[src/cfc_defines.svh]
// Purpose: Register offsets, field positions and reset values of the
//          combination function cells.
// Assumes: Word-aligned Wishbone byte addresses, 8 address bits decoded.
// Notes:   Definitions only.
`ifndef CFC_DEFINES_SVH
`define CFC_DEFINES_SVH

// ----------------------------------------------------------------------
// Register byte offsets
// ----------------------------------------------------------------------
`define CFC_OFF_TBL_A    8'h00
`define CFC_OFF_TBL_B    8'h04
`define CFC_OFF_TBL_C    8'h08
`define CFC_OFF_TBL_PG   8'h0c
`define CFC_OFF_TBL_3A   8'h10
`define CFC_OFF_MODE     8'h14
`define CFC_OFF_PATTERN  8'h18
`define CFC_OFF_PLEN     8'h1c
`define CFC_OFF_STATUS   8'h20

// ----------------------------------------------------------------------
// Field positions
// ----------------------------------------------------------------------
`define CFC_MODE_SEQ_LO  0
`define CFC_MODE_LAT_LO  3
`define CFC_MODE_PG_EN   6
`define CFC_MODE_PG_HIGH 7
`define CFC_MODE_SEQ3    8
`define CFC_MODE_LAT3    9
`define CFC_MODE_SET3    10
`define CFC_MODE_W       11
`define CFC_T3_SR_HIGH   2
`define CFC_T3_SPLIT     4
`define CFC_PLEN_W       4
`define CFC_PAT_W        16
`define CFC_STAT_IDX_LO  8

// ----------------------------------------------------------------------
// Reset values
// ----------------------------------------------------------------------
`define CFC_RST_TBL2     4'h0
`define CFC_RST_TBL3     8'h00
`define CFC_RST_MODE     11'h000
`define CFC_RST_PATTERN  16'h0000
`define CFC_RST_PLEN     4'h1

`endif

[src/cfc_pkg.sv]
// Purpose: Types shared by the combination function cells.
// Assumes: Constants live in cfc_defines.svh.
// Notes:   Nothing here is imported; users write cfc_pkg::name.
package cfc_pkg;

    // Pattern generator: held in reset, or stepping through its bits.
    typedef enum logic [0:0]
    {
        PG_HELD,
        PG_RUN
    } pg_state_e;

    // Index into the serial pattern.
    typedef logic [3:0] pg_index_t;

endpackage : cfc_pkg

[src/combination_function_cells.sv]
// Purpose: Combination function cells: three two-input table/flop cells,
//          one table/pattern generator cell, one three-input table/flop
//          cell with set/reset, configured over classic Wishbone.
// Assumes: Routed inputs are synchronous to core_clk_i; routed "clocks"
//          are sampled and their edges detected in the core clock.
// Notes:   Each cell output is registered, so a table output lags its inputs
//          by one core clock and an edge-clocked output lags its edge by two.
//
// What this block does
// - configuration bits choose each cell's function; signals come from routing.
// - cell A table outputs entry selected by inputs, entry 0 for 00.
// - cell B table outputs entry selected by inputs, entry 0 for 00.
// - cell C table outputs entry selected by inputs, entry 0 for 00.
// - gate tables MSB first: AND 1000, OR 1110, XOR 0110 and inverses.
// - two-input flop uses input zero as data, input one as clock.
// - flop loads data on rising clock edge, holds otherwise.
// - latch is transparent while clock low, holds while clock high.
// - one configuration bit selects pattern generator reset level.
// - pattern generator repeats a user pattern of two to sixteen bits.
// - pattern cell table outputs entry selected by its two inputs.
// - three-input table combines three routed inputs into one output.
// - three-input flop takes data, clock and combined set/reset.
// - one configuration bit selects set/reset active level.
// - split-edge flop with mode bit 0 loads on rising edge.
// - split-edge mode 1 captures on rising, shows on falling edge.
// - three-input table outputs entry selected by three inputs.
//
// Added by the designer: the Wishbone slave port and the placing of the registers.
`timescale 1ns/10ps
`default_nettype none
`include "cfc_defines.svh"

module combination_function_cells
(
    input  wire logic        core_clk_i,
    input  wire logic        sys_rst_i,
    input  wire logic        clk_en_i,
    // Wishbone classic slave.
    input  wire logic        wb_cyc_i,
    input  wire logic        wb_stb_i,
    input  wire logic        wb_we_i,
    input  wire logic [7:0]  wb_adr_i,
    input  wire logic [3:0]  wb_sel_i,
    input  wire logic [31:0] wb_dat_i,
    output logic      [31:0] wb_dat_o,
    output logic             wb_ack_o,
    // Routed inputs, bit 0 is select_input_zero.
    input  wire logic [1:0]  table_a_in_i,
    input  wire logic [1:0]  table_b_in_i,
    input  wire logic [1:0]  table_c_in_i,
    input  wire logic [1:0]  pattern_in_i,
    input  wire logic [2:0]  three_in_i,
    // Cell outputs back to routing.
    output logic             table_a_out_o,
    output logic             table_b_out_o,
    output logic             table_c_out_o,
    output logic             pattern_out_o,
    output logic             three_out_o
);

    // ------------------------------------------------------------------
    // Configuration registers
    // ------------------------------------------------------------------
    logic [3:0]                 tbl2_q [3];
    logic [3:0]                 tbl_pg_q;
    logic [7:0]                 tbl3_q;
    logic [`CFC_MODE_W-1:0]     mode_q;
    logic [`CFC_PAT_W-1:0]      pattern_q;
    logic [`CFC_PLEN_W-1:0]     plen_q;
    logic                       ack_q;
    logic [31:0]                rdata_q;
    logic                       bus_req;
    logic                       wr_req;
    logic                       lane0;
    logic                       lane1;

    // A request is taken once per strobe; ack drops the cycle after.
    assign bus_req = wb_cyc_i & wb_stb_i & ~ack_q;
    assign wr_req  = bus_req & wb_we_i;
    assign lane0   = wb_sel_i[0];
    assign lane1   = wb_sel_i[1];

    // Register writes; byte lanes 0 and 1 carry every field.
    always_ff @(posedge core_clk_i or posedge sys_rst_i)
    begin
        if (sys_rst_i)
        begin
            tbl2_q[0] <= `CFC_RST_TBL2;
            tbl2_q[1] <= `CFC_RST_TBL2;
            tbl2_q[2] <= `CFC_RST_TBL2;
            tbl_pg_q  <= `CFC_RST_TBL2;
            tbl3_q    <= `CFC_RST_TBL3;
            mode_q    <= `CFC_RST_MODE;
            pattern_q <= `CFC_RST_PATTERN;
            plen_q    <= `CFC_RST_PLEN;
        end
        else if (clk_en_i && wr_req)
        begin
            case (wb_adr_i)
                `CFC_OFF_TBL_A:
                    if (lane0) tbl2_q[0] <= wb_dat_i[3:0];
                `CFC_OFF_TBL_B:
                    if (lane0) tbl2_q[1] <= wb_dat_i[3:0];
                `CFC_OFF_TBL_C:
                    if (lane0) tbl2_q[2] <= wb_dat_i[3:0];
                `CFC_OFF_TBL_PG:
                    if (lane0) tbl_pg_q <= wb_dat_i[3:0];
                `CFC_OFF_TBL_3A:
                    if (lane0) tbl3_q <= wb_dat_i[7:0];
                `CFC_OFF_MODE:
                begin
                    if (lane0) mode_q[7:0] <= wb_dat_i[7:0];
                    if (lane1)
                        mode_q[`CFC_MODE_W-1:8] <=
                            wb_dat_i[`CFC_MODE_W-1:8];
                end
                `CFC_OFF_PATTERN:
                begin
                    if (lane0) pattern_q[7:0]  <= wb_dat_i[7:0];
                    if (lane1) pattern_q[15:8] <= wb_dat_i[15:8];
                end
                `CFC_OFF_PLEN:
                    if (lane0) plen_q <= wb_dat_i[`CFC_PLEN_W-1:0];
                default:
                    ; // Unmapped and read-only offsets ignore writes.
            endcase
        end
    end

    // ------------------------------------------------------------------
    // Edge detection of the routed clocks
    // ------------------------------------------------------------------
    logic [2:0] clk2;
    logic [2:0] clk2_prev_q;
    logic [2:0] rise2;
    logic       pg_clk_prev_q;
    logic       pg_rise;
    logic       c3_prev_q;
    logic       c3_rise;
    logic       c3_fall;

    assign clk2    = {table_c_in_i[1], table_b_in_i[1], table_a_in_i[1]};
    assign rise2   = clk2 & ~clk2_prev_q;
    assign pg_rise = pattern_in_i[0] & ~pg_clk_prev_q;
    assign c3_rise = three_in_i[1] & ~c3_prev_q;
    assign c3_fall = ~three_in_i[1] & c3_prev_q;

    // The previous levels make single-cycle edge strobes.
    always_ff @(posedge core_clk_i or posedge sys_rst_i)
    begin
        if (sys_rst_i)
        begin
            clk2_prev_q   <= 3'h0;
            pg_clk_prev_q <= 1'b0;
            c3_prev_q     <= 1'b0;
        end
        else if (clk_en_i)
        begin
            clk2_prev_q   <= clk2;
            pg_clk_prev_q <= pattern_in_i[0];
            c3_prev_q     <= three_in_i[1];
        end
    end

    // ------------------------------------------------------------------
    // Two-input cells A, B and C
    // ------------------------------------------------------------------
    logic [1:0] in2 [3];
    logic [2:0] q2_q;
    logic [2:0] out2_d;
    logic [2:0] out2_q;

    assign in2[0] = table_a_in_i;
    assign in2[1] = table_b_in_i;
    assign in2[2] = table_c_in_i;

    for (genvar g = 0; g < 3; g++)
    begin : g_two_input
        logic seq;
        logic lat;

        assign seq = mode_q[`CFC_MODE_SEQ_LO + g];
        assign lat = mode_q[`CFC_MODE_LAT_LO + g];

        // Storage: edge flop or low-transparent latch, data on input 0.
        always_ff @(posedge core_clk_i or posedge sys_rst_i)
        begin
            if (sys_rst_i)
                q2_q[g] <= 1'b0;
            else if (clk_en_i && seq)
            begin
                if (!lat && rise2[g])
                    q2_q[g] <= in2[g][0];
                else if (lat && !in2[g][1])
                    q2_q[g] <= in2[g][0];
            end
        end

        // Table entry 0 answers pattern 00, entry 3 answers 11.
        assign out2_d[g] = seq ? q2_q[g]
                               : tbl2_q[g][in2[g]];
    end

    // Outputs are retimed so routing sees clean flop outputs.
    always_ff @(posedge core_clk_i or posedge sys_rst_i)
    begin
        if (sys_rst_i)
            out2_q <= 3'h0;
        else if (clk_en_i)
            out2_q <= out2_d;
    end

    assign table_a_out_o = out2_q[0];
    assign table_b_out_o = out2_q[1];
    assign table_c_out_o = out2_q[2];

    // ------------------------------------------------------------------
    // Pattern cell: table or pattern generator
    // ------------------------------------------------------------------
    cfc_pkg::pg_state_e pg_state_q;
    cfc_pkg::pg_index_t pg_idx_q;
    logic               pg_en;
    logic               pg_rst_act;
    logic               pg_last;
    logic               pg_out_d;
    logic               pg_out_q;
    logic [3:0]         pg_top;

    assign pg_en = mode_q[`CFC_MODE_PG_EN];
    // Reset is input one; the mode bit picks high or low activity.
    assign pg_rst_act = pattern_in_i[1] ~^ mode_q[`CFC_MODE_PG_HIGH];
    // A length code of 0 would be one bit; it is treated as two.
    assign pg_top  = (plen_q == 4'h0) ? 4'h1 : plen_q;
    assign pg_last = (pg_idx_q >= pg_top);

    // Step one bit per rising clock, wrap after the last one.
    always_ff @(posedge core_clk_i or posedge sys_rst_i)
    begin
        if (sys_rst_i)
        begin
            pg_state_q <= cfc_pkg::PG_HELD;
            pg_idx_q   <= 4'h0;
        end
        else if (clk_en_i)
        begin
            case (pg_state_q)
                cfc_pkg::PG_HELD:
                begin
                    pg_idx_q <= 4'h0;
                    if (pg_en && !pg_rst_act)
                        pg_state_q <= cfc_pkg::PG_RUN;
                end
                cfc_pkg::PG_RUN:
                begin
                    if (!pg_en || pg_rst_act)
                    begin
                        pg_state_q <= cfc_pkg::PG_HELD;
                        pg_idx_q   <= 4'h0;
                    end
                    else if (pg_rise)
                        pg_idx_q <= pg_last ? 4'h0
                                            : pg_idx_q + 4'h1;
                end
                default:
                    pg_state_q <= cfc_pkg::PG_HELD;
            endcase
        end
    end

    assign pg_out_d = pg_en ? pattern_q[pg_idx_q]
                            : tbl_pg_q[pattern_in_i];

    always_ff @(posedge core_clk_i or posedge sys_rst_i)
    begin
        if (sys_rst_i)
            pg_out_q <= 1'b0;
        else if (clk_en_i)
            pg_out_q <= pg_out_d;
    end

    assign pattern_out_o = pg_out_q;

    // ------------------------------------------------------------------
    // Three-input cell: table, flop, split-edge flop or latch
    // ------------------------------------------------------------------
    logic c3_seq;
    logic c3_lat;
    logic c3_split;
    logic c3_sr_act;
    logic c3_sr_val;
    logic c3_cap_q;
    logic c3_q_q;
    logic c3_out_d;
    logic c3_out_q;

    // Table entries 2 and 4 double as flop options, as in the device.
    assign c3_seq    = mode_q[`CFC_MODE_SEQ3];
    assign c3_lat    = mode_q[`CFC_MODE_LAT3];
    assign c3_split  = tbl3_q[`CFC_T3_SPLIT];
    assign c3_sr_val = mode_q[`CFC_MODE_SET3];
    assign c3_sr_act = three_in_i[2] ~^ tbl3_q[`CFC_T3_SR_HIGH];

    // Set/reset wins over the clock; data is input 0, clock input 1.
    always_ff @(posedge core_clk_i or posedge sys_rst_i)
    begin
        if (sys_rst_i)
        begin
            c3_cap_q <= 1'b0;
            c3_q_q   <= 1'b0;
        end
        else if (clk_en_i && c3_seq)
        begin
            if (c3_sr_act)
            begin
                c3_cap_q <= c3_sr_val;
                c3_q_q   <= c3_sr_val;
            end
            else if (c3_lat)
            begin
                if (!three_in_i[1])
                    c3_q_q <= three_in_i[0];
            end
            else if (!c3_split)
            begin
                if (c3_rise)
                    c3_q_q <= three_in_i[0];
            end
            else
            begin
                if (c3_rise)
                    c3_cap_q <= three_in_i[0];
                if (c3_fall)
                    c3_q_q <= c3_cap_q;
            end
        end
    end

    assign c3_out_d = c3_seq ? c3_q_q
                             : tbl3_q[three_in_i];

    always_ff @(posedge core_clk_i or posedge sys_rst_i)
    begin
        if (sys_rst_i)
            c3_out_q <= 1'b0;
        else if (clk_en_i)
            c3_out_q <= c3_out_d;
    end

    assign three_out_o = c3_out_q;

    // ------------------------------------------------------------------
    // Wishbone read data and acknowledge
    // ------------------------------------------------------------------
    logic [31:0] rdata_d;

    // Status shows the live cell outputs and the pattern position.
    always_comb
    begin
        rdata_d = 32'h0000_0000;
        case (wb_adr_i)
            `CFC_OFF_TBL_A:   rdata_d[3:0] = tbl2_q[0];
            `CFC_OFF_TBL_B:   rdata_d[3:0] = tbl2_q[1];
            `CFC_OFF_TBL_C:   rdata_d[3:0] = tbl2_q[2];
            `CFC_OFF_TBL_PG:  rdata_d[3:0] = tbl_pg_q;
            `CFC_OFF_TBL_3A:  rdata_d[7:0] = tbl3_q;
            `CFC_OFF_MODE:    rdata_d[`CFC_MODE_W-1:0] = mode_q;
            `CFC_OFF_PATTERN: rdata_d[`CFC_PAT_W-1:0] = pattern_q;
            `CFC_OFF_PLEN:    rdata_d[`CFC_PLEN_W-1:0] = plen_q;
            `CFC_OFF_STATUS:
            begin
                rdata_d[4:0] = {three_out_o, pattern_out_o, out2_q};
                rdata_d[`CFC_STAT_IDX_LO+3:`CFC_STAT_IDX_LO] = pg_idx_q;
            end
            default:          rdata_d = 32'h0000_0000;
        endcase
    end

    // One wait state: ack follows the taken edge, then drops.
    always_ff @(posedge core_clk_i or posedge sys_rst_i)
    begin
        if (sys_rst_i)
        begin
            ack_q   <= 1'b0;
            rdata_q <= 32'h0000_0000;
        end
        else if (clk_en_i)
        begin
            ack_q <= bus_req;
            if (bus_req && !wb_we_i)
                rdata_q <= rdata_d;
        end
    end

    assign wb_ack_o = ack_q;
    assign wb_dat_o = rdata_q;

    // ------------------------------------------------------------------
    // Checks
    // ------------------------------------------------------------------
    a_table_a_select: assert property (
        @(posedge core_clk_i) disable iff (sys_rst_i)
        clk_en_i && !mode_q[`CFC_MODE_SEQ_LO]
        |=> table_a_out_o == $past(tbl2_q[0][table_a_in_i]))
        else $error("table A output differs from selected entry");

    a_table_b_select: assert property (
        @(posedge core_clk_i) disable iff (sys_rst_i)
        clk_en_i && !mode_q[`CFC_MODE_SEQ_LO+1]
        |=> table_b_out_o == $past(tbl2_q[1][table_b_in_i]))
        else $error("table B output differs from selected entry");

    a_flop_a_edge: assert property (
        @(posedge core_clk_i) disable iff (sys_rst_i)
        clk_en_i && mode_q[`CFC_MODE_SEQ_LO] && !mode_q[`CFC_MODE_LAT_LO]
        && rise2[0] ##1 clk_en_i
        |=> table_a_out_o == $past(table_a_in_i[0], 2))
        else $error("flop A did not load data on rising edge");

    a_flop_a_hold: assert property (
        @(posedge core_clk_i) disable iff (sys_rst_i)
        clk_en_i && mode_q[`CFC_MODE_SEQ_LO] && !mode_q[`CFC_MODE_LAT_LO]
        && !rise2[0] |=> $stable(q2_q[0]))
        else $error("flop A changed without a rising edge");

    a_latch_a_hold: assert property (
        @(posedge core_clk_i) disable iff (sys_rst_i)
        clk_en_i && mode_q[`CFC_MODE_SEQ_LO] && mode_q[`CFC_MODE_LAT_LO]
        && table_a_in_i[1] |=> $stable(q2_q[0]))
        else $error("latch A changed while clock high");

    a_pattern_reset: assert property (
        @(posedge core_clk_i) disable iff (sys_rst_i)
        clk_en_i && pg_rst_act |=> pg_idx_q == 4'h0)
        else $error("pattern index not cleared by reset");

    a_pattern_wrap: assert property (
        @(posedge core_clk_i) disable iff (sys_rst_i)
        clk_en_i && pg_state_q == cfc_pkg::PG_RUN && pg_en && !pg_rst_act
        && pg_rise |=> pg_idx_q == ($past(pg_last) ? 4'h0
                                    : $past(pg_idx_q) + 4'h1))
        else $error("pattern index stepped wrongly");

    a_split_fall: assert property (
        @(posedge core_clk_i) disable iff (sys_rst_i)
        clk_en_i && c3_seq && !c3_lat && c3_split && !c3_sr_act
        && c3_fall |=> c3_q_q == $past(c3_cap_q))
        else $error("split flop did not present on falling edge");

    a_split_rise_hold: assert property (
        @(posedge core_clk_i) disable iff (sys_rst_i)
        clk_en_i && c3_seq && !c3_lat && c3_split && !c3_sr_act
        && !c3_fall |=> $stable(c3_q_q))
        else $error("split flop output moved off a falling edge");

    a_three_sr: assert property (
        @(posedge core_clk_i) disable iff (sys_rst_i)
        clk_en_i && c3_seq && c3_sr_act |=> c3_q_q == $past(c3_sr_val))
        else $error("set/reset did not force the flop");

    a_three_table: assert property (
        @(posedge core_clk_i) disable iff (sys_rst_i)
        clk_en_i && !c3_seq |=> three_out_o == $past(tbl3_q[three_in_i]))
        else $error("three-input table output differs");

    a_bus_ack: assert property (
        @(posedge core_clk_i) disable iff (sys_rst_i)
        clk_en_i && bus_req |=> wb_ack_o ##1 !wb_ack_o || !clk_en_i)
        else $error("ack not a single cycle after request");

endmodule : combination_function_cells

`default_nettype wire

[config.mk]
export PLATFORM = sky130hd
export DESIGN_NAME = combination_function_cells
export DESIGN_NICKNAME = d
export VERILOG_FILES = /design/src/cfc_pkg.sv /design/src/combination_function_cells.sv
export VERILOG_INCLUDE_DIRS = /design/src /design/src/src
export SDC_FILE = /design/constraint.sdc
export NUM_CORES = 1
export LEC_CHECK = 0
export ABC_AREA = 1
export BUFFER_PORTS_ARGS = -buffer_cell sky130_fd_sc_hd__buf_2
export CAP_MARGIN = 20
export CORE_MARGIN = 1.5
export CORE_UTILIZATION = 35
export DETAILED_ROUTE_END_ITERATION = 6
export PLACE_DENSITY = 0.66
export SETUP_SLACK_MARGIN = 0.3
export SLEW_MARGIN = 20
export SYNTH_ARGS = -nofsm -noshare
export SYNTH_HDL_FRONTEND = slang
export SYNTH_SLANG_ARGS = --single-unit
[constraint.sdc]
create_clock -name core_clk_i -period 3.2 [get_ports core_clk_i]
set_input_delay 0.64 -clock core_clk_i [delete_from_list [all_inputs] [get_ports core_clk_i]]
set_output_delay 0.64 -clock core_clk_i [all_outputs]
set_load 0.005 [all_outputs]
==> flow_metrics.env, run 1 <==
export IMPL_status="finished, final reports clean"
export IMPL_postSynthCellCount=657
export IMPL_clk_latency_ns=0.34
export IMPL_vias=4412
export IMPL_postCtsSetupBuffers=0
export IMPL_synth_top_area_cell="dfrtp_1"
export IMPL_multi_input_area_um2=2170
export IMPL_regArea_um2=2300
export IMPL_ios=99
export IMPL_rsz0062_at_grt="false"
export IMPL_finalSetupViolations=0
export IMPL_place_area_um2=5390
export IMPL_cap_violations=0
export IMPL_hold_viol=0
export IMPL_drv_slew=0
export IMPL_antenna_left=0
export IMPL_finalCritPeriodShare_pct=62.8
export IMPL_synthArstFlopShare_pct=100
export IMPL_netlist_area_leader_share_pct=46.2
export IMPL_root_buffer="clkbuf_16"
export IMPL_synth_area_leaders="dfrtp_1, nand2_1, o21ai_0, inv_1, nand3_1"
export IMPL_grt_pass1_vias=4246
export IMPL_htreeDepth=3
export IMPL_start_util_pct=35.7
export IMPL_layout_nets=790
export IMPL_period_minus_slack_ns=2.01
export IMPL_ys_seq_area_share_pct=46.7
export IMPL_finalHoldWorstSlack_ns=0.346
export IMPL_die_area_um2=14800
export IMPL_start_kind="flop"
export IMPL_synth_commonest_cells="nand2_1, dfrtp_1, inv_1"
export IMPL_setup_tns_ns=0
export IMPL_timing_fmax_ghz=0.498
export IMPL_gp_congestion=0.923
export IMPL_leakage_uw=0.00289
export IMPL_fin_util_pct=41.2
export IMPL_antennaDiodeCount=0
export IMPL_critPathMostFrequentCell="nand3_1"
export IMPL_core_rowCount=43
export IMPL_required_ns=3.46
export IMPL_synth_cell_type_count=36
export IMPL_place_hpwl_um=9190
export IMPL_cpMaxStageDelayCell="dfrtp_1"
export IMPL_end_kind="flop"
export IMPL_synth_flop_cell="dfrtp_1"
export IMPL_hold_buffers=0
export IMPL_worstMarginPinSlew_ns=0.555
export IMPL_numPortBuffers=64
export IMPL_fin_cells=909
export IMPL_overflow=0
export IMPL_hp_class="in -> async"
export IMPL_final_cell_area_um2=5690
export IMPL_slew_headroom_pct=62.9
export IMPL_synth_edf_count=0
export IMPL_viasPerCell=4.85
export IMPL_routed_wl_um=12400
export IMPL_cp_arrival_ns=2.27
export IMPL_wl_per_cell_um=13.7
export IMPL_core_um2=13800
export IMPL_grt_pass1_wl_um=21000
export IMPL_critPathMaxFanout=14
export IMPL_dp_cells=893
export IMPL_numCtsBuffers=9
export IMPL_post_cts_resized=0
export IMPL_clk_pin_slew_worst_paths_ns=0.07
export IMPL_yosysMostFrequentCell="nand2_1"
export IMPL_cp_cell_sequence="clkinv_1 > ha_1 > nand4_1 > nand3_1 > nor2_1 > nand3_1 > o21ai_0"
export IMPL_cts_buffer_depth=2
export IMPL_reg2reg_from="pg_idx_q[0]$_DFFE_PP0P_"
export IMPL_dieHeight_um=122
export IMPL_grt_use_total_pct=18.2
export IMPL_ir_worst_vdd_uv=293
export IMPL_skew_ns=0.00730
export IMPL_drt_iter0_drc=275
export IMPL_avgSynthCellArea_um2=7.51
export IMPL_synth_warning_count=0
export IMPL_ys_ff_latch=92
export IMPL_grt_max_degree=70
export IMPL_dr_pass1_iters=6
export IMPL_syn_cell_area_um2=4930
export IMPL_cts_sinks=92
export IMPL_antenna_found_initial=0
export IMPL_power_density_nw_per_um2=429
export IMPL_crit_type="reg -> reg"
export IMPL_critPathMaxStageDelay_ns=0.61
export IMPL_cts_tree="built"
export IMPL_drive_above_1_share_pct=15.0
export IMPL_die_w_um=122
export IMPL_fillers=1420
export IMPL_drc=0
export IMPL_syn_to_final_growth_pct=15.4
export IMPL_startpoint="pg_idx_q[0]$_DFFE_PP0P_"
worst max-delay path, delay by kind of cell, from the launching register on:
family | cells | cell delay (ns)
compound gates | 1 | 0.08
fa+ha+maj | 1 | 0.39
buf+inv | 1 | 0.39
flops | 1 | 0.61
simple gates | 4 | 0.46
cells in the final DEF (no fill, tap or decap), types with 9 or more instances in the layout:
cell type  instances
nand3_1           50
clkbuf_16          9
buf_2             64
inv_1             78
o21ai_1           27
a21oi_1           21
nand2_1          183
nor2_1            55
conb_1            16
o21ai_0           67
dfrtp_1           91
metrics by stage:
step	total power (uW)	setup slack, ns
global route	2540	0.986
finish	2440	1.19
global placement	1380	1.08
floorplan	1320	1.48
CTS	2470	1.20
detailed placement	1390	1.03
path summary, 6_finish.rpt:
kind | end | slack [ns] | depth (start not counted)
worst max-delay path | pg_idx_q[3]$_DFFE_PP0P_ | 1.19 | 7
worst min-delay path | mode_q[2]$_DFFE_PP0P_ | 0.35 | 2
worst max register to register | pg_idx_q[3]$_DFFE_PP0P_ | 1.19 | 7
worst min register to register | wb_dat_o[7]$_DFFE_PP0P_ | 0.47 | 2
max in group asynchronous | plen_q[0]$_DFFE_PP1P_ | 2.10 | 3
min in group core_clk_i | wb_dat_o[7]$_DFFE_PP0P_ | 0.47 | 2
layer usage:
layer | up-vias | part of all wire (%) | global-route usage [%]
met5 | - | 0 | 0
met4 | 0 | 1.7 | 6.47
met3 | 18 | 4.7 | 2.62
met2 | 102 | 47 | 29.7
met1 | 2071 | 47 | 24.7
li1 | 2221 | - | -
report_power, final:
part	internal [uW]	leakage (uW)	switching, uW	total (uW)
Combinational	54.4	0.00151	116	170
Clock	630	0.000150	448	1080
Sequential	1180	0.00123	12.0	1190
area by class of cell:
class | instances | share of cell area [%]
clock buffers | 11 | 4.26
clock inverters | 5 | 1.08
inverters | 87 | 5.82
multi-input cells | 467 | 38.2
flip-flops and latches | 92 | 40.5
well taps | 180 | 3.96
repair buffers | 67 | 6.24
logic make-up after synthesis:
logic type | share of synthesized area, %
AND/OR/NAND/NOR | 27.0
AO/OA/AOI/OAI | 14.2
buffers and inverters | 10.4
flip-flops | 46.7
adder cells (fa/ha/maj) | 1.27
XOR/XNOR | 0.355
other | 0.0760
flip-flops by register name, indices dropped and copies added, names as in the netlist, 3 cells and up:
signal and flops:
mode_q 11, q2_q 3, tbl_pg_q 4, clk2_prev_q 3, pattern_q 16, plen_q 4, tbl3_q 8, pg_idx_q 4
tbl2_q 12, wb_dat_o 16, out2_q 3
(Power assumes the default switching activity.)
==> run 2, diff against run 1 <==
--- a/config.mk
+++ b/config.mk
@@ -12,7 +12,7 @@
 export CORE_MARGIN = 1.5
 export CORE_UTILIZATION = 35
 export DETAILED_ROUTE_END_ITERATION = 6
-export PLACE_DENSITY = 0.66
+export PLACE_DENSITY = 0.64
 export SETUP_SLACK_MARGIN = 0.3
 export SLEW_MARGIN = 20
 export SYNTH_ARGS = -nofsm -noshare
==> constraint.sdc (replaced) <==
create_clock -name core_clk_i -period 2 [get_ports core_clk_i]
set_input_delay 0.4 -clock core_clk_i [delete_from_list [all_inputs] [get_ports core_clk_i]]
set_output_delay 0.4 -clock core_clk_i [all_outputs]
set_load 0.005 [all_outputs]
==> run 2 against run 1 <==
  * Sequential share of layout area shrank 0.53 points
  * Clock-buffer cell count increased by 3
  * Final cell count is 0.88% higher
  * Combinational power grew 66%
  * Worst hold slack worse by 0.28 ns
  * Sequential cell count is the same
  * Non-clock buffer count up 8
  * Power is 61% higher
  * Critical path type unchanged
  * Largest power group unchanged
==> flow_metrics.env, run 2 (same netlist as run 1, synthesis figures left out) <==
export IMPL_finalHoldWorstSlack_ns=0.0632
export IMPL_syn_to_final_growth_pct=17.0
export IMPL_status="finished, final reports clean"
export IMPL_worstMarginPinSlew_ns=0.598
export IMPL_routed_wl_um=12800
export IMPL_final_cell_area_um2=5770
export IMPL_hold_buffers=0
export IMPL_cap_violations=0
export IMPL_drv_slew=0
export IMPL_drc=0
export IMPL_numPortBuffers=64
export IMPL_drt_iter0_drc=273
export IMPL_htreeDepth=3
export IMPL_finalSetupViolations=0
export IMPL_skew_ns=0.0112
export IMPL_die_w_um=122
export IMPL_mostFrequentLayoutCells="nand2_1, dfrtp_1, inv_1, o21ai_0, buf_2"
export IMPL_power_frac_seq_pct=48.4
export IMPL_vias=4462
export IMPL_internal_power_uw=3020
export IMPL_core_rowCount=43
export IMPL_critPathMostFrequentCell="nand2_2"
export IMPL_rsz0062_at_grt="true"
export IMPL_grt_pass1_wl_um=20900
export IMPL_hp_class="in -> async"
export IMPL_critPathMaxFanout=16
export IMPL_gp_congestion=0.891
export IMPL_dp_cells=901
export IMPL_cp_num_buf_inv=1
export IMPL_ir_worst_vdd_uv=414
export IMPL_fillers=1416
export IMPL_end_kind="flop"
export IMPL_hold_viol=0
export IMPL_cts_sinks=92
export IMPL_fin_util_pct=41.7
export IMPL_root_buffer="clkbuf_16"
export IMPL_clk_pin_slew_worst_paths_ns=0.07
export IMPL_start_kind="flop"
export IMPL_grt_max_degree=47
export IMPL_start_util_pct=35.7
export IMPL_die_area_um2=14800
export IMPL_required_ns=2.22
export IMPL_pwr_share_comb_pct=7.2
export IMPL_ff2ff_path_depth=8
export IMPL_dr_pass1_iters=5
export IMPL_cpMaxStageDelayCell="dfrtp_1"
export IMPL_wl_per_cell_um=14.0
export IMPL_finalCritPeriodShare_pct=80.1
export IMPL_clkPwrFrac_pct=44.4
export IMPL_antennaDiodeCount=0
export IMPL_path_delay_family="simple AND/OR/NAND/NOR gates"
export IMPL_cp_num_cells=8
export IMPL_final_common_cell="nand2_1"
export IMPL_antenna_left=0
export IMPL_viasPerCell=4.87
export IMPL_grt_pass1_vias=4141
export IMPL_cp_cell_sequence="inv_1 > nand3_1 > nor2_4 > nand2_2 > nor2_8 > nand2_2 > nand2_1 > o21ai_1"
export IMPL_clk_latency_ns=0.35
export IMPL_leakage_uw=0.00295
export IMPL_setup_tns_ns=0
export IMPL_cp_arrival_ns=1.82
export IMPL_power_density_nw_per_um2=682
export IMPL_timing_fmax_ghz=0.624
export IMPL_numCtsBuffers=9
export IMPL_drive_above_1_share_pct=16.0
export IMPL_cts_buffer_depth=2
export IMPL_cts_tree="built"
export IMPL_swShare_pct=23.3
export IMPL_critPathMaxStageDelay_ns=0.37
export IMPL_dieHeight_um=122
export IMPL_crit_type="reg -> reg"
export IMPL_period_minus_slack_ns=1.60
export IMPL_antenna_found_initial=0
export IMPL_p_sw_uw=918
export IMPL_grt_use_total_pct=18.3
export IMPL_core_um2=13800
export IMPL_place_area_um2=5460
export IMPL_ios=99
export IMPL_overflow=0
export IMPL_slew_headroom_pct=60.0
export IMPL_fin_cells=917
export IMPL_place_hpwl_um=9520
export IMPL_layout_nets=798
-- run 2: area by class of cell --
| cell class | count | area, um^2 | share of cell area [%] |
|---|---|---|---|
| Sequential cell | 92 | 2300 | 39.9 |
| Multi-Input combinational cell | 467 | 2180 | 37.8 |
| Timing Repair Buffer | 75 | 428 | 7.41 |
| Inverter | 87 | 332 | 5.74 |
| Clock buffer | 14 | 264 | 4.57 |
| Tap cell | 180 | 225 | 3.90 |
| Clock inverter | 2 | 35.0 | 0.607 |
-- run 2: through the flow --
| stage | setup slack [ns] | power (uW) |
|---|---|---|
| after global routing | 0.272 | 4080 |
| after CTS | 0.360 | 3970 |
| final | 0.397 | 3940 |
| after global placement | 0.258 | 2230 |
| after detailed placement | 0.237 | 2230 |
| after floorplan | 0.523 | 2110 |
-- run 2: power by group through the flow --
stage / clock network [uW] / logic (uW) / registers, uW
after floorplan: 0 / 174 / 1940
after global placement: 0 / 284 / 1940
after detailed placement: 0 / 286 / 1940
after CTS: 1780 / 287 / 1910
after global routing: 1850 / 325 / 1910
final: 1750 / 282 / 1910
-- run 2: path summary, 6_finish.rpt --
| check | startpoint | slack, ns | end |
|---|---|---|---|
| worst max-delay path | wb_ack_o$_DFFE_PP0P_ | 0.40 | tbl3_q[3]$_DFFE_PP0P_ |
| worst min-delay path | sys_rst_i | 0.06 | c3_cap_q$_DFFE_PP0P_ |
| worst max register to register | wb_ack_o$_DFFE_PP0P_ | 0.40 | tbl3_q[3]$_DFFE_PP0P_ |
| worst min register to register | wb_dat_o[9]$_DFFE_PP0P_ | 0.47 | wb_dat_o[9]$_DFFE_PP0P_ |
| max in group asynchronous | sys_rst_i | 1.30 | plen_q[0]$_DFFE_PP1P_ |
| min in group core_clk_i | wb_dat_i[13] | 0.30 | pattern_q[13]$_DFFE_PP0P_ |
-- run 2: timing repair --
| item | in CTS | in global routing |
|---|---|---|
| setup endpoints to repair | 0 | 11 |
| resized for setup | 0 | 4 |
| buffers inserted | 0 | 0 |
-- run 2: layer usage --
layer	GRT usage, %	up-vias	wire, um
met1	24.6	2097	5970
li1	-	2233	-
met4	5.51	0	199
met2	29.8	115	5890
met5	0	-	0
met3	3.70	17	731
==> run 3, diff against run 2 <==
--- a/config.mk
+++ b/config.mk
@@ -6,13 +6,13 @@
 export SDC_FILE = /design/constraint.sdc
 export NUM_CORES = 1
 export LEC_CHECK = 0
-export ABC_AREA = 1
+export ABC_AREA = 0
 export BUFFER_PORTS_ARGS = -buffer_cell sky130_fd_sc_hd__buf_2
 export CAP_MARGIN = 20
 export CORE_MARGIN = 1.5
 export CORE_UTILIZATION = 35
 export DETAILED_ROUTE_END_ITERATION = 6
-export PLACE_DENSITY = 0.64
+export PLACE_DENSITY = 0.66
 export SETUP_SLACK_MARGIN = 0.3
 export SLEW_MARGIN = 20
 export SYNTH_ARGS = -nofsm -noshare
==> constraint.sdc (replaced) <==
create_clock -name core_clk_i -period 1.4 [get_ports core_clk_i]
set_input_delay 0.28 -clock core_clk_i [delete_from_list [all_inputs] [get_ports core_clk_i]]
set_output_delay 0.28 -clock core_clk_i [all_outputs]
set_load 0.005 [all_outputs]
==> run 3 against run 2 <==
  * The flow now finishes with violations (setup timing)
  * Maximum frequency down 21%
  * Global-route usage rose by 2.0 points
  * Die area decreased by 1.3%
  * Final cell count fell by 12%
  * Largest cell class is now multi-input gates
==> flow_metrics.env, run 3 <==
export IMPL_die_area_um2=14600
export IMPL_power_density_nw_per_um2=792
export IMPL_finalCritPeriodShare_pct=145
export IMPL_dr_pass1_iters=5
export IMPL_fin_ws_ns=-0.625
export IMPL_clk_pin_slew_worst_paths_ns=0.06
export IMPL_viasPerCell=5.19
export IMPL_crit_type="reg -> reg"
export IMPL_synth_top_family_by_area="multiplexers"
export IMPL_die_w_um=121
export IMPL_antenna_left=0
export IMPL_wl_per_cell_um=17.9
export IMPL_timing_fmax_ghz=0.494
export IMPL_drv_slew=0
export IMPL_gp_congestion=0.903
export IMPL_dp_cells=737
export IMPL_drc=0
export IMPL_avgSynthCellArea_um2=11.7
export IMPL_hp_class="in -> reg"
export IMPL_cp_arrival_ns=2.25
export IMPL_place_hpwl_um=10600
export IMPL_fillers=1114
export IMPL_status="finished, violations left"
export IMPL_violations="setup timing"
export IMPL_fin_cells=805
export IMPL_synthSimpleGateAreaFrac_pct=12.4
export IMPL_finalPower_uw=5810
export IMPL_required_ns=1.62
export IMPL_rsz0062_at_grt="true"
export IMPL_htreeDepth=3
export IMPL_syn_to_final_growth_pct=50.8
export IMPL_synth_top_area_cell="dfrtp_1"
export IMPL_core_rowCount=42
export IMPL_drive_above_1_share_pct=56.1
export IMPL_cts_buffer_depth=2
export IMPL_p_sw_uw=1400
export IMPL_pwr_share_comb_pct=14.5
export IMPL_synth_area_leaders="dfrtp_1, mux2_2, mux4_2, mux2i_1, buf_4"
export IMPL_critPathMaxFanout=4
export IMPL_grt_use_total_pct=20.3
export IMPL_period_minus_slack_ns=2.02
export IMPL_cts_tree="built"
export IMPL_power_frac_seq_pct=48.2
export IMPL_reg2reg_from="wb_ack_o$_DFFE_PP0P_"
export IMPL_synthArstFlopShare_pct=100
export IMPL_leakage_uw=0.00351
export IMPL_clk_latency_ns=0.34
export IMPL_grt_pass1_vias=4274
export IMPL_netlist_area_leader_share_pct=46.8
export IMPL_final_common_cell="buf_4"
export IMPL_synth_edf_count=0
export IMPL_yosysMostFrequentCell="dfrtp_1"
export IMPL_synth_commonest_cells="dfrtp_1, mux2_2, nor2_1"
export IMPL_core_um2=13400
export IMPL_synth_flop_cell="dfrtp_1"
export IMPL_overflow=0
export IMPL_startpoint="wb_ack_o$_DFFE_PP0P_"
export IMPL_ys_seq_area_share_pct=47.3
export IMPL_synth_compound_area_share_pct=10.0
export IMPL_antennaDiodeCount=0
export IMPL_finalSetupViolations=77
export IMPL_numPortBuffers=64
export IMPL_end_kind="flop"
export IMPL_grt_pass1_wl_um=22600
export IMPL_synth_warning_count=0
export IMPL_ios=99
export IMPL_cap_violations=0
export IMPL_muxShareOfSynthArea_pct=23.6
export IMPL_drt_iter0_drc=242
export IMPL_swShare_pct=24.1
export IMPL_root_buffer="clkbuf_16"
export IMPL_layout_nets=694
export IMPL_synthXorXnorAreaFrac_pct=0.360
export IMPL_start_util_pct=36.3
export IMPL_skew_ns=0.00792
export IMPL_synth_fa_ha_area_share_pct=1.29
export IMPL_syn_cell_area_um2=4870
export IMPL_routed_wl_um=14400
export IMPL_mostFrequentLayoutCells="buf_4, dfrtp_1, buf_2, mux2_4, nand2_1"
export IMPL_internal_power_uw=4410
export IMPL_cts_sinks=92
export IMPL_start_kind="flop"
export IMPL_antenna_found_initial=0
export IMPL_synth_cell_type_count=54
export IMPL_clkPwrFrac_pct=37.3
export IMPL_postSynthCellCount=417
export IMPL_ys_ff_latch=92
export IMPL_hold_viol=0
export IMPL_ff2ff_path_depth=5
export IMPL_vias=4181
export IMPL_hold_start="wb_dat_i[13]"
export IMPL_ir_worst_vdd_uv=536
export IMPL_whs_path_depth=2
export IMPL_numCtsBuffers=9
export IMPL_dp_slack_ns=-0.655
export IMPL_dieHeight_um=121
export IMPL_grt_max_degree=31
## run 3: cell count changes in the layout (fill, tap and decap cells not counted), sizes merged, moves of 6 or more
| cell | change |
|---|---|
| mux4 | +11 |
| inv | -72 |
| mux2 | +64 |
| a22o | +8 |
| nand2 | -166 |
| nor2 | -29 |
| a21oi | -8 |
| mux2i | +18 |
| nand2b | +6 |
| o21ai | -78 |
| nand3 | -39 |
| buf | +141 |
## run 3: worst max-delay path: stages (launching register included)
cell	delay (ns)
dfrtp_1	0.37
and4b_1	0.29
nand3_2	0.11
or3b_4	0.48
nor3_4	0.27
mux2_2	0.38
## run 3: cell type report
class | instances | area [um^2] | share of cell area (%)
Timing Repair Buffer | 217 | 1680 | 22.9
Clock buffer | 12 | 246 | 3.36
Tap cell | 176 | 220 | 3.00
Inverter | 13 | 55.1 | 0.750
Sequential cell | 92 | 2300 | 31.4
Multi-Input combinational cell | 295 | 2830 | 38.6
## run 3: stage by stage
stage	setup TNS, ns	cell area, um^2	utilization [%]	hold WS [ns]
after floorplan	-20.74	5190	-	0.397
after global placement	-25.73	6280	46.8	0.308
after detailed placement	-28.73	6280	46.8	0.312
after CTS	-26.60	7090	52.9	0.164
after global routing	-32.20	7340	54.8	0.162
final	-29.18	7340	54.8	0.169
## run 3: final timing paths
path                       slack (ns)                         to
min reg2reg                      0.49         c3_q_q$_DFFE_PP0P_
min in group asynchronous        0.70    tbl_pg_q[2]$_DFFE_PP0P_
max                             -0.62      tbl2_q[3]$_DFFE_PP0P_
max in group asynchronous        0.43   pattern_q[0]$_DFFE_PP0P_
min                              0.17  pattern_q[13]$_DFFE_PP0P_
max reg2reg                     -0.62      tbl2_q[3]$_DFFE_PP0P_
## run 3: repair_timing
item | in CTS | in global routing
hold buffers | 1 | 0
endpoints found under the setup margin | 107 | 122
cloned | 1 | 0
buffers inserted | 34 | 20
gates resized for setup | 64 | 18
endpoints found under the hold margin | 11 | 0
pin swaps | 15 | 15
## run 3: cell families (layout without fill, tap and decap cells)
group	count (synthesis)	in the layout
simple gates	107	107
mux	93	93
flops	92	92
compound gates	72	72
buf+inv	45	242
fa+ha+maj	5	5
xor+xnor	2	2
other cells	1	16
## run 3: metal layers
layer / part of all wire, % / vias up / GRT usage (%)
li1: - / 1929 / -
met1: 45 / 2079 / 26.7
met2: 48 / 154 / 33.3
met3: 5.8 / 19 / 4.04
met4: 1.6 / 0 / 7.13
met5: 0 / - / 0
## run 3: power by group through the flow
stage | Clock (uW) | Combinational, uW | Sequential [uW]
after floorplan | 0 | 338 | 2850
after global placement | 0 | 623 | 2850
after detailed placement | 0 | 641 | 2860
after CTS | 2190 | 782 | 2800
after global routing | 2290 | 916 | 2810
final | 2170 | 840 | 2800
